===== src/rh_cfg.svh =====
// Purpose: Named constants for the humidity and temperature readout block.
// Assumes: A 100 MHz system clock.
// Notes: Definitions only.
`ifndef RH_CFG_SVH
`define RH_CFG_SVH
// ==========================================================
// Clock and times
`define RH_CLK_KHZ 100_000
`define RH_HEAT_LONG_MS 1000
`define RH_HEAT_SHORT_MS 100
`define RH_HEAT_LONG_CYC (`RH_HEAT_LONG_MS * `RH_CLK_KHZ)
`define RH_HEAT_SHORT_CYC (`RH_HEAT_SHORT_MS * `RH_CLK_KHZ)
`define RH_PWM_PERIOD_CYC 1000
// ==========================================================
// Bus addresses and command codes
`define RH_DEV_ADDR 7'h44
`define RH_GCALL_ADDR 7'h00
`define RH_GCALL_RESET 8'h06
`define RH_CMD_MEAS_HI 8'hFD
`define RH_CMD_MEAS_MED 8'hF6
`define RH_CMD_MEAS_LO 8'hE0
`define RH_CMD_SERIAL 8'h89
`define RH_CMD_SOFT_RST 8'h94
`define RH_CMD_H200_L 8'h39
`define RH_CMD_H200_S 8'h32
`define RH_CMD_H110_L 8'h2F
`define RH_CMD_H110_S 8'h24
`define RH_CMD_H20_L 8'h1E
`define RH_CMD_H20_S 8'h15
// ==========================================================
// Checksum, fill, response length and pulse-width duty values
`define RH_CRC_POLY 8'h31
`define RH_CRC_INIT 8'hFF
`define RH_IDLE_BYTE 8'hFF
`define RH_RESP_LAST 3'h5
`define RH_PWM_LO_NUM 1
`define RH_PWM_SPAN_NUM 8
`define RH_PWM_DEN 10
`endif


===== src/rh_pkg.sv =====
// Purpose: Types shared by the readout block.
// Assumes: Nothing beyond the constants header.
// Notes: Types only.
`default_nettype none
package rh_pkg;
  typedef struct packed {
    logic [15:0] temp;
    logic [15:0] hum;
  } meas_s;
  typedef struct packed {
    logic on;
    logic [1:0] power;
  } heater_s;
  typedef enum logic [1:0] {
    REP_LOW = 2'b00,
    REP_MED = 2'b01,
    REP_HIGH = 2'b10
  } rep_e;
  typedef enum logic [2:0] {
    B_IDLE = 3'b000,
    B_ADDR = 3'b001,
    B_AACK = 3'b010,
    B_WR = 3'b011,
    B_WACK = 3'b100,
    B_RD = 3'b101,
    B_RACK = 3'b110
  } bus_e;
  typedef enum logic [1:0] {
    Q_IDLE = 2'b00,
    Q_HEAT = 2'b01,
    Q_MEAS = 2'b10,
    Q_PUSH = 2'b11
  } seq_e;
endpackage
`default_nettype wire


===== src/rh_readout.sv =====
// Purpose: Command, heater, result and pulse-width logic of a humidity sensor.
// Assumes: Bus pins arrive asynchronously; the converter runs on i_clock.
// Notes: The pulse-width variant is chosen by parameter only.
`default_nettype none
`include "rh_cfg.svh"
// ==========================================================
// Functional notes
// RULE1: Humidity word passes linearly, unaltered.
// RULE2: Host clamps humidity to zero..hundred percent.
// RULE3: Fixed serial number, two words, checksummed.
// RULE4: Heater: three powers by two durations.
// RULE5: Heater command starts heater and countdown.
// RULE6: Countdown end starts high measurement, heater on.
// RULE7: Heater off, then results become readable.
// RULE8: Heater at most one second, no off.
// RULE9: Host repeats commands, duty below ten percent.
// RULE10: Host polls to re-issue heater command quickly.
// RULE11: Pulse-width variant fixed, not user selectable.
// RULE12: Pulse-width outputs valid within ten milliseconds.
// RULE13: Constant base period, data as duty.
// RULE14: Humidity duty tenth to nine tenths linear.
// RULE15: Temperature duty uses same linear span.
// RULE16: Soft-reset command resets the device.
// RULE17: General call byte six resets everyone.
// RULE18: Read header refused while busy.
// RULE19: Six heater codes, six byte answer.
// RULE20: Each word followed by CRC-8.
// RULE21: Temperature pair first, humidity pair second.
// RULE22: Pulse width changes only at period edges.
module rh_readout #(
  parameter bit PWM_VARIANT = 1'b0,
  parameter logic [31:0] SERIAL_NUMBER = 32'h1234_5678, // Arbitrary value.
  parameter int HEAT_LONG_CYC = `RH_HEAT_LONG_CYC,
  parameter int HEAT_SHORT_CYC = `RH_HEAT_SHORT_CYC,
  parameter int PWM_PERIOD = `RH_PWM_PERIOD_CYC,
  parameter int FIFO_DEPTH = 16
) (
  input wire logic i_clock,
  input wire logic i_srst,
  input wire logic i_scl,
  output logic o_scl,
  output logic o_scl_oe,
  input wire logic i_sda,
  output logic o_sda,
  output logic o_sda_oe,
  output rh_pkg::heater_s o_heater,
  output logic o_conv_req,
  output rh_pkg::rep_e o_conv_rep,
  input wire logic i_conv_done,
  input wire rh_pkg::meas_s i_conv_data
);
  import rh_pkg::*;

  // ==========================================================
  // Helpers
  function automatic logic [7:0] crc8(input logic [15:0] word);
    logic [7:0] c;
    c = `RH_CRC_INIT;
    for (int i = 15; i >= 0; i--) begin
      c = c[7] ^ word[i] ? {c[6:0], 1'b0} ^ `RH_CRC_POLY : {c[6:0], 1'b0};
    end
    return c;
  endfunction

  function automatic logic [15:0] pwm_width(input logic [15:0] word);
    logic [31:0] span;
    logic [31:0] prod;
    span = 32'(PWM_PERIOD * `RH_PWM_SPAN_NUM / `RH_PWM_DEN);
    prod = span * {16'h0000, word};
    return 16'(PWM_PERIOD * `RH_PWM_LO_NUM / `RH_PWM_DEN) + prod[31:16];
  endfunction

  // ==========================================================
  // Pin synchronisers and bus events
  logic scl_meta;
  logic scl_sync;
  logic scl_prev;
  logic sda_meta;
  logic sda_sync;
  logic sda_prev;
  logic scl_rise;
  logic scl_fall;
  logic bus_start;
  logic bus_stop;

  always_ff @(posedge i_clock) begin
    if (i_srst) begin
      scl_meta <= 1'b1;
      scl_sync <= 1'b1;
      scl_prev <= 1'b1;
      sda_meta <= 1'b1;
      sda_sync <= 1'b1;
      sda_prev <= 1'b1;
    end else begin
      scl_meta <= i_scl;
      scl_sync <= scl_meta;
      scl_prev <= scl_sync;
      sda_meta <= i_sda;
      sda_sync <= sda_meta;
      sda_prev <= sda_sync;
    end
  end

  assign scl_rise = scl_sync & ~scl_prev;
  assign scl_fall = ~scl_sync & scl_prev;
  assign bus_start = !PWM_VARIANT && scl_sync && scl_prev && sda_prev && !sda_sync;
  assign bus_stop = !PWM_VARIANT && scl_sync && scl_prev && !sda_prev && sda_sync;

  // ==========================================================
  // Soft reset
  logic soft_rst;
  logic rst;
  logic cmd_fire;
  logic gcall;
  logic [7:0] cmd;

  assign rst = i_srst | soft_rst;

  always_ff @(posedge i_clock) begin
    if (i_srst) begin
      soft_rst <= 1'b0;
    end else begin
      soft_rst <= cmd_fire && (gcall ? cmd == `RH_GCALL_RESET // RULE17
                                     : cmd == `RH_CMD_SOFT_RST); // RULE16
    end
  end

  // ==========================================================
  // Serial slave
  bus_e bus_st;
  logic [7:0] shreg;
  logic [3:0] bitcnt;
  logic sda_low;
  logic busy;
  logic rd_valid;
  logic rd_pop;
  logic [7:0] rd_data;

  always_ff @(posedge i_clock) begin
    if (rst) begin
      bus_st <= B_IDLE;
      shreg <= 8'h00;
      bitcnt <= 4'h0;
      sda_low <= 1'b0;
      gcall <= 1'b0;
      cmd <= 8'h00;
      cmd_fire <= 1'b0;
      rd_pop <= 1'b0;
    end else begin
      cmd_fire <= 1'b0;
      rd_pop <= 1'b0;
      if (bus_stop) begin
        bus_st <= B_IDLE;
        sda_low <= 1'b0;
      end else if (bus_start) begin
        bus_st <= B_ADDR;
        bitcnt <= 4'h0;
        sda_low <= 1'b0;
      end else begin
        case (bus_st)
          B_ADDR: begin
            if (scl_rise) begin
              shreg <= {shreg[6:0], sda_sync};
              bitcnt <= bitcnt + 4'h1;
            end else if (scl_fall && bitcnt == 4'h8) begin
              bitcnt <= 4'h0;
              gcall <= shreg == {`RH_GCALL_ADDR, 1'b0};
              if (shreg == {`RH_GCALL_ADDR, 1'b0} || shreg == {`RH_DEV_ADDR, 1'b0}) begin
                bus_st <= B_AACK;
                sda_low <= 1'b1;
              end else if (shreg == {`RH_DEV_ADDR, 1'b1} && !busy) begin // RULE18
                bus_st <= B_AACK;
                sda_low <= 1'b1;
              end else begin
                bus_st <= B_IDLE;
              end
            end
          end
          B_AACK: begin
            if (scl_fall) begin
              if (shreg[0]) begin
                bus_st <= B_RD;
                shreg <= rd_valid ? rd_data : `RH_IDLE_BYTE;
                sda_low <= rd_valid ? ~rd_data[7] : 1'b0;
                rd_pop <= rd_valid;
              end else begin
                bus_st <= B_WR;
                sda_low <= 1'b0;
              end
            end
          end
          B_WR: begin
            if (scl_rise) begin
              shreg <= {shreg[6:0], sda_sync};
              bitcnt <= bitcnt + 4'h1;
            end else if (scl_fall && bitcnt == 4'h8) begin
              bitcnt <= 4'h0;
              bus_st <= B_WACK;
              sda_low <= 1'b1;
              cmd <= shreg;
            end
          end
          B_WACK: begin
            if (scl_fall) begin
              bus_st <= B_WR;
              sda_low <= 1'b0;
              cmd_fire <= 1'b1;
            end
          end
          B_RD: begin
            if (scl_fall) begin
              if (bitcnt == 4'h7) begin
                bitcnt <= 4'h0;
                bus_st <= B_RACK;
                sda_low <= 1'b0;
              end else begin
                bitcnt <= bitcnt + 4'h1;
                shreg <= {shreg[6:0], 1'b0};
                sda_low <= ~shreg[6];
              end
            end
          end
          B_RACK: begin
            if (scl_rise && sda_sync) begin
              bus_st <= B_IDLE;
            end else if (scl_fall) begin
              bus_st <= B_RD;
              shreg <= rd_valid ? rd_data : `RH_IDLE_BYTE;
              sda_low <= rd_valid ? ~rd_data[7] : 1'b0;
              rd_pop <= rd_valid;
            end
          end
          default: begin
            bus_st <= B_IDLE;
            sda_low <= 1'b0;
          end
        endcase
      end
    end
  end

  // ==========================================================
  // Heater and measurement sequencer
  seq_e seq_st;
  logic [31:0] heat_cnt;
  meas_s result;
  logic [31:0] words;
  logic [2:0] push_idx;
  logic wr_ready;
  logic [7:0] wr_byte;
  logic new_cmd;
  logic flush;

  assign busy = seq_st != Q_IDLE;
  assign new_cmd = cmd_fire && !gcall && !busy;
  assign flush = new_cmd;

  always_ff @(posedge i_clock) begin
    if (rst) begin
      seq_st <= Q_IDLE;
      heat_cnt <= 32'h0000_0000;
      o_heater <= '0;
      o_conv_req <= 1'b0;
      o_conv_rep <= REP_HIGH;
      result <= '0;
      words <= 32'h0000_0000;
      push_idx <= 3'h0;
    end else begin
      case (seq_st)
        Q_IDLE: begin
          if (PWM_VARIANT) begin
            seq_st <= Q_MEAS; // RULE12
            o_conv_req <= 1'b1;
            o_conv_rep <= REP_HIGH;
          end else if (new_cmd) begin
            case (cmd)
              `RH_CMD_MEAS_HI, `RH_CMD_MEAS_MED, `RH_CMD_MEAS_LO: begin
                seq_st <= Q_MEAS;
                o_conv_req <= 1'b1;
                o_conv_rep <= cmd == `RH_CMD_MEAS_HI ? REP_HIGH :
                              cmd == `RH_CMD_MEAS_MED ? REP_MED : REP_LOW;
              end
              `RH_CMD_SERIAL: begin
                seq_st <= Q_PUSH; // RULE3
                words <= SERIAL_NUMBER;
                push_idx <= 3'h0;
              end
              `RH_CMD_H200_L, `RH_CMD_H110_L, `RH_CMD_H20_L: begin
                seq_st <= Q_HEAT; // RULE4 RULE19
                o_heater.on <= 1'b1; // RULE5
                heat_cnt <= 32'(HEAT_LONG_CYC - 1); // RULE8
                o_heater.power <= cmd == `RH_CMD_H200_L ? 2'h2 :
                                  cmd == `RH_CMD_H110_L ? 2'h1 : 2'h0;
              end
              `RH_CMD_H200_S, `RH_CMD_H110_S, `RH_CMD_H20_S: begin
                seq_st <= Q_HEAT; // RULE4 RULE19
                o_heater.on <= 1'b1; // RULE5
                heat_cnt <= 32'(HEAT_SHORT_CYC - 1);
                o_heater.power <= cmd == `RH_CMD_H200_S ? 2'h2 :
                                  cmd == `RH_CMD_H110_S ? 2'h1 : 2'h0;
              end
              default: begin
                seq_st <= Q_IDLE;
              end
            endcase
          end
        end
        Q_HEAT: begin
          if (heat_cnt == 32'h0000_0000) begin
            seq_st <= Q_MEAS; // RULE6
            o_conv_req <= 1'b1;
            o_conv_rep <= REP_HIGH;
          end else begin
            heat_cnt <= heat_cnt - 32'h0000_0001;
          end
        end
        Q_MEAS: begin
          if (i_conv_done) begin
            o_conv_req <= 1'b0;
            o_heater.on <= 1'b0; // RULE7
            result <= i_conv_data; // RULE1
            words <= {i_conv_data.temp, i_conv_data.hum}; // RULE21
            push_idx <= 3'h0;
            seq_st <= PWM_VARIANT ? Q_IDLE : Q_PUSH;
          end
        end
        Q_PUSH: begin
          if (wr_ready) begin
            push_idx <= push_idx + 3'h1;
            if (push_idx == `RH_RESP_LAST) begin
              seq_st <= Q_IDLE; // RULE7
            end
          end
        end
        default: begin
          seq_st <= Q_IDLE;
        end
      endcase
    end
  end

  // ==========================================================
  // Result bytes: high byte, low byte, checksum, per word
  always_comb begin
    case (push_idx)
      3'h0: wr_byte = words[31:24];
      3'h1: wr_byte = words[23:16];
      3'h2: wr_byte = crc8(words[31:16]); // RULE20
      3'h3: wr_byte = words[15:8];
      3'h4: wr_byte = words[7:0];
      3'h5: wr_byte = crc8(words[15:0]); // RULE20
      default: wr_byte = `RH_IDLE_BYTE;
    endcase
  end

  // The builder stalls on a full buffer; unread bytes are dropped only by a reset or by the flush on a new command.
  rh_fifo #(
    .WIDTH(8),
    .DEPTH(FIFO_DEPTH)
  ) u_fifo (
    .i_clock(i_clock),
    .i_srst(rst),
    .i_flush(flush),
    .i_wr_valid(seq_st == Q_PUSH),
    .o_wr_ready(wr_ready),
    .i_wr_data(wr_byte),
    .o_rd_valid(rd_valid),
    .i_rd_ready(rd_pop),
    .o_rd_data(rd_data)
  );

  // ==========================================================
  // Pulse-width generator
  logic [15:0] pcnt;
  logic [15:0] width_h;
  logic [15:0] width_t;
  logic pwm_valid;
  logic have_result;

  always_ff @(posedge i_clock) begin
    if (rst) begin
      have_result <= 1'b0;
    end else if (seq_st == Q_MEAS && i_conv_done) begin
      have_result <= 1'b1;
    end
  end

  always_ff @(posedge i_clock) begin
    if (rst) begin
      pcnt <= 16'h0000;
      width_h <= 16'h0000;
      width_t <= 16'h0000;
      pwm_valid <= 1'b0;
    end else if (pcnt == 16'(PWM_PERIOD - 1)) begin
      pcnt <= 16'h0000; // RULE13
      width_h <= pwm_width(result.hum); // RULE22 RULE14
      width_t <= pwm_width(result.temp); // RULE22 RULE15
      pwm_valid <= have_result; // RULE12
    end else begin
      pcnt <= pcnt + 16'h0001;
    end
  end

  // ==========================================================
  // Pins: the variant is a build-time choice with no runtime select.
  always_ff @(posedge i_clock) begin
    if (i_srst) begin
      o_sda <= 1'b0;
      o_sda_oe <= 1'b0;
      o_scl <= 1'b0;
      o_scl_oe <= 1'b0;
    end else if (PWM_VARIANT) begin
      o_sda <= pwm_valid && pcnt < width_h; // RULE11 RULE13
      o_sda_oe <= 1'b1;
      o_scl <= pwm_valid && pcnt < width_t;
      o_scl_oe <= 1'b1;
    end else begin
      o_sda <= 1'b0;
      o_sda_oe <= sda_low;
      o_scl <= 1'b0;
      o_scl_oe <= 1'b0;
    end
  end
endmodule // rh_readout
`default_nettype wire


===== src/rh_fifo.sv =====
// Purpose: Byte FIFO between the result builder and the serial transmitter.
// Assumes: One clock; flush empties it at once.
// Notes: Read data comes out of a register and is valid while o_rd_valid is high.
`default_nettype none
module rh_fifo #(
  parameter int WIDTH = 8,
  parameter int DEPTH = 16
) (
  input wire logic i_clock,
  input wire logic i_srst,
  input wire logic i_flush,
  input wire logic i_wr_valid,
  output logic o_wr_ready,
  input wire logic [WIDTH-1:0] i_wr_data,
  output logic o_rd_valid,
  input wire logic i_rd_ready,
  output logic [WIDTH-1:0] o_rd_data
);
  localparam int AW = $clog2(DEPTH);
  logic [WIDTH-1:0] mem [DEPTH];
  logic [AW-1:0] wptr;
  logic [AW-1:0] rptr;
  logic [AW:0] count;
  logic push;
  logic pop;
  logic [AW-1:0] next_rptr;
  logic [AW:0] next_count;

  assign push = i_wr_valid & o_wr_ready;
  assign pop = o_rd_valid & i_rd_ready;
  assign next_rptr = rptr + AW'(pop);
  assign next_count = count + (AW+1)'(push) - (AW+1)'(pop);

  always_ff @(posedge i_clock) begin
    if (push) begin
      mem[wptr] <= i_wr_data;
    end
  end

  always_ff @(posedge i_clock) begin
    if (i_srst || i_flush) begin
      wptr <= '0;
      rptr <= '0;
      count <= '0;
      o_rd_valid <= 1'b0;
      o_wr_ready <= 1'b0;
      o_rd_data <= '0;
    end else begin
      wptr <= wptr + AW'(push);
      rptr <= next_rptr;
      count <= next_count;
      o_rd_valid <= next_count != '0;
      o_wr_ready <= next_count != (AW+1)'(DEPTH);
      // A byte written while the FIFO is or becomes empty is bypassed so the head is never stale.
      o_rd_data <= (push && next_rptr == wptr) ? i_wr_data : mem[next_rptr];
    end
  end
endmodule // rh_fifo
`default_nettype wire


===== config.mk =====
export PLATFORM = sky130hd
export DESIGN_NAME = rh_readout
export DESIGN_NICKNAME = d
export VERILOG_FILES = /design/src/rh_pkg.sv /design/src/rh_readout.sv /design/src/rh_fifo.sv
export VERILOG_INCLUDE_DIRS = /design/src
export SDC_FILE = /design/constraint.sdc
export NUM_CORES = 1
export LEC_CHECK = 0
export ABC_AREA = 1
export BUFFER_PORTS_ARGS = -buffer_cell sky130_fd_sc_hd__buf_2
export CAP_MARGIN = 20
export CORE_ASPECT_RATIO = 2
export CORE_UTILIZATION = 30
export DETAILED_ROUTE_END_ITERATION = 8
export GPL_TIMING_DRIVEN = 1
export PLACE_DENSITY = 0.51
export SETUP_SLACK_MARGIN = 0.2
export SKIP_CTS_REPAIR_TIMING = 1
export SLEW_MARGIN = 30
export SYNTH_ARGS = -nofsm -noshare
export SYNTH_HDL_FRONTEND = slang
export SYNTH_SLANG_ARGS = --single-unit

===== constraint.sdc =====
create_clock -name i_clock -period 3.9 [get_ports i_clock]
set_input_delay 0.39 -clock i_clock [delete_from_list [all_inputs] [get_ports i_clock]]
set_output_delay 0.39 -clock i_clock [all_outputs]
set_load 0.01 [all_outputs]

==> impl_metrics.xml <==
<?xml version="1.0" encoding="UTF-8"?>
<metrics>
  <group name="synthesis">
    <metric name="ffs_latches_synth" unit="">261</metric>
    <metric name="synthesis.yosys.warnings" unit="">0</metric>
    <metric name="synth.distinct_cells" unit="">62</metric>
    <metric name="synthArstFlopShare" unit="%">0</metric>
    <metric name="netlist_instances" unit="">1626</metric>
    <metric name="synth_flop_cell" unit="">dfxtp_1</metric>
    <metric name="synth_xor_area_share" unit="%">3.88</metric>
    <metric name="synth_simple_gate_area_share" unit="%">22.1</metric>
    <metric name="synth_top_family_by_area" unit="">simple AND/OR/NAND/NOR gates</metric>
    <metric name="synth.area.top_cells" unit="">edfxtp_1, dfxtp_1, nand2_1</metric>
    <metric name="synth-edff-count" unit="">128</metric>
    <metric name="synth.top_cells.by_count" unit="">nand2_1, nor2_1, inv_1</metric>
    <metric name="syn_area_per_cell" unit="um2">8.27</metric>
    <metric name="synth_top_area_share" unit="%">28.6</metric>
    <metric name="synthAdderAreaFrac" unit="%">2.10</metric>
    <metric name="yosysSeqAreaShare" unit="%">48.4</metric>
    <metric name="synth.cell_area" unit="um2">13500</metric>
    <metric name="muxShareOfSynthArea" unit="%">0</metric>
    <metric name="synth_largest_area_cell" unit="">edfxtp_1</metric>
    <metric name="fraction_of_the_mapped_netlist_area_in_compound_gates" unit="%">16.0</metric>
  </group>
  <group name="floorplanning">
    <metric name="dieHeight" unit="um">301</metric>
    <metric name="placementRows" unit="">109</metric>
    <metric name="coreArea" unit="um2">44200</metric>
    <metric name="floorplan.initialDensity" unit="%">30.4</metric>
    <metric name="pin_count" unit="">47</metric>
    <metric name="die_area" unit="um2">45700</metric>
    <metric name="die_width" unit="um">152</metric>
  </group>
  <group name="global_route">
    <metric name="top_usage_layer" unit="">met2</metric>
    <metric name="grt_first_pass_wirelength" unit="um">61300</metric>
    <metric name="overflow" unit="">0</metric>
    <metric name="grt.met2_usage" unit="%">34.7</metric>
    <metric name="globalRouteTotalUtil" unit="%">17.4</metric>
    <metric name="grt_start_max_net_pins" unit="">66</metric>
    <metric name="grt_use_met1" unit="%">16.3</metric>
    <metric name="antenna_found_initial" unit="">0</metric>
    <metric name="m3_gr_usage" unit="%">1.91</metric>
    <metric name="vias_in_the_first_global_route" unit="">11500</metric>
  </group>
  <group name="routing">
    <metric name="post-route-drc-count" unit="">0</metric>
    <metric name="drtAntennaViolNets" unit="">0</metric>
    <metric name="postRouteWirelength" unit="um">38800</metric>
    <metric name="routed_via_density" unit="">5.01</metric>
    <metric name="drc_marker_count_from_the_first_detailed_route_iteration" unit="">604</metric>
    <metric name="first_pass_iters" unit="">6</metric>
    <metric name="routed_wire_length_per_instance" unit="um">17.4</metric>
    <metric name="via_count" unit="">11200</metric>
  </group>
  <group name="critical_path">
    <metric name="critPathMaxFanout" unit="">17</metric>
    <metric name="crit_type" unit="">reg -&gt; reg</metric>
    <metric name="path_delay_family" unit="">compound AO/OA/AOI/OAI gates</metric>
    <metric name="critical_path.startpoint_type" unit="">flip-flop</metric>
    <metric name="critPathMaxStageDelay" unit="ps">670</metric>
    <metric name="endpoint_class_of_the_critical_path" unit="">flip-flop</metric>
    <metric name="required" unit="ps">4330</metric>
    <metric name="arrival_worst_endpoint" unit="ps">3650</metric>
    <metric name="critical-path-top-cell-by-count" unit="">inv_1</metric>
    <metric name="critPathSlowestCell" unit="">a2111oi_1</metric>
    <metric name="path_cells" unit="">inv_1 -&gt; ha_1 -&gt; nand2_1 -&gt; inv_1 -&gt; a22o_1 -&gt; a2111oi_1 -&gt; o21ai_1 -&gt; inv_1 -&gt; nand2_1 -&gt; o21bai_1 -&gt; inv_1</metric>
    <metric name="crit_buf_inv" unit="">4</metric>
  </group>
  <group name="sta">
    <metric name="finalWorstSetupSlack" unit="ps">685</metric>
    <metric name="finalSetupTns" unit="ps">0</metric>
    <metric name="fmaxAchievable" unit="MHz">311</metric>
    <metric name="timing.slew.headroom" unit="%">40.8</metric>
    <metric name="final.min_clock_period" unit="ps">3220</metric>
    <metric name="timing_max_transition_violations_final" unit="">0</metric>
    <metric name="layout_worst_path_cycle_share" unit="%">82.4</metric>
    <metric name="tightest_slew" unit="ps">885</metric>
    <metric name="setup_viol" unit="">0</metric>
    <metric name="hold_violations" unit="">0</metric>
    <metric name="clock_skew" unit="ps">10.1</metric>
    <metric name="rsz0062_at_grt" unit="">no</metric>
  </group>
  <group name="run">
    <metric name="drv_cap" unit="">0</metric>
  </group>
  <group name="cells_and_area">
    <metric name="post_route_cells_drive_above_1_share" unit="%">10.3</metric>
    <metric name="syn2layout_area_growth" unit="%">12.8</metric>
    <metric name="nets" unit="">1713</metric>
    <metric name="final.fill_count" unit="">4563</metric>
    <metric name="antennaDiodeCount" unit="">0</metric>
  </group>
  <group name="cts">
    <metric name="cts_max_path_buffers" unit="">3</metric>
    <metric name="clock_transition_time_at_the_flip_flop_clock_pins_of_the_worst_setup_and_hold_paths" unit="ps">70</metric>
    <metric name="h_tree_levels" unit="">1</metric>
    <metric name="clockRootBuffer" unit="">clkbuf_16</metric>
    <metric name="clkLatencyLatePin" unit="ps">550</metric>
    <metric name="cts-buffers-inserted" unit="">26</metric>
    <metric name="clock_sink_count" unit="">261</metric>
    <metric name="cts_tree" unit="">built</metric>
  </group>
  <group name="min_path">
    <metric name="hold_class" unit="">in -&gt; reg</metric>
  </group>
  <group name="pwr">
    <metric name="cellPowerDensity" unit="nW/um2">752</metric>
    <metric name="vdd.ir_drop.worst" unit="mV">0.338</metric>
    <metric name="static-leakage-power" unit="uW">0.00608</metric>
  </group>
  <group name="place">
    <metric name="placement.io_buffers" unit="">43</metric>
    <metric name="pre_cts_ws" unit="ps">653</metric>
    <metric name="finalWeightedCongestion" unit="">0.924</metric>
    <metric name="detailed_place_hpwl" unit="um">28900</metric>
  </group>
  <group name="outcome">
    <metric name="status" unit="">complete, no violations</metric>
  </group>
</metrics>
routing by layer:
metal | vias to the layer above | share of wire, %
li1 | 5597 | -
met1 | 5272 | 34
met4 | 0 | 6.0
met2 | 199 | 57
met3 | 100 | 2.7
met5 | - | 0
stage by stage:
step	total power (uW)	std cells	instance area, um2	hold WS [ps]	utilization (%)
after floorplan	7300	1628	13500	389	-
after global routing	12200	2229	15200	0.340	34.3
after CTS	11500	2228	15200	-13.5	34.3
after detailed placement	8680	2180	14200	393	32.1
after global placement	8650	2180	14200	391	32.1
final	11400	2229	15200	22.0	34.3
power by group:
group	total [uW]	internal, uW	switching, uW
Sequential	3670	3430	238
Clock	2780	1680	1100
Combinational	4970	1580	3390
flip-flops by register name, summed over array words and instances, names as in the netlist, 3 cells and up:
| signal | flops |
|---|---|
| o_heater | 3 |
| words | 32 |
| cmd | 8 |
| u_fifo.mem | 128 |
| heat_cnt | 32 |
| bitcnt | 4 |
| u_fifo.o_rd_data | 8 |
| u_fifo.rptr | 4 |
| u_fifo.count | 5 |
| push_idx | 3 |
| bus_st | 3 |
| u_fifo.wptr | 4 |
| shreg | 8 |
layout by cell type, fill, tap and decap left out, types with 4 or more instances in the layout:
master,count
o211ai_1,13
o21bai_1,5
ha_1,21
inv_1,170
clkbuf_8,5
nand2_2,10
nor4_1,7
clkbuf_16,30
xor2_1,27
or2_2,11
a211oi_1,25
nand2_1,232
nor2_1,231
nand3_1,111
dfxtp_1,133
nand4_1,14
nor3_2,5
buf_4,17
xnor2_2,5
edfxtp_1,128
o22ai_1,30
nor2_2,9
o221ai_1,15
o21ai_1,17
buf_2,43
a21oi_1,87
inv_2,16
a22o_1,4
o21ai_0,135
a31oi_1,11
nor3_1,33
xnor2_1,18
path summary, 6_finish.rpt:
check	startpoint	end	slack, ps	depth (start not counted)
worst max-delay path	push_idx[0]	u_fifo.o_rd_data[4]	680	11
worst min-delay path	i_scl	scl_meta	20	2
worst max register to register	push_idx[0]	u_fifo.o_rd_data[4]	680	11
worst min register to register	scl_meta	scl_sync	410	1
area by class of cell:
type                            instances  area (um2)  share of cell area, %
Timing Repair Buffer                   62         373                   2.46
Sequential cell                       261        6510                   42.9
Tap cell                              555         694                   4.58
Multi-Input combinational cell       1119        5940                   39.2
Inverter                              184         693                   4.57
Clock inverter                         11         135                  0.891
Clock buffer                           37         827                   5.45
cell families (layout without fill, tap and decap cells):
logic type,Yosys count,count (layout)
AND/OR/NAND/NOR,678,678
AO/OA/AOI/OAI,364,364
flip-flops,261,261
buffers and inverters,248,294
XOR/XNOR,52,52
adder cells (fa/ha/maj),22,22
other,1,3
Note: power is estimated with default switching activity, not from simulation.
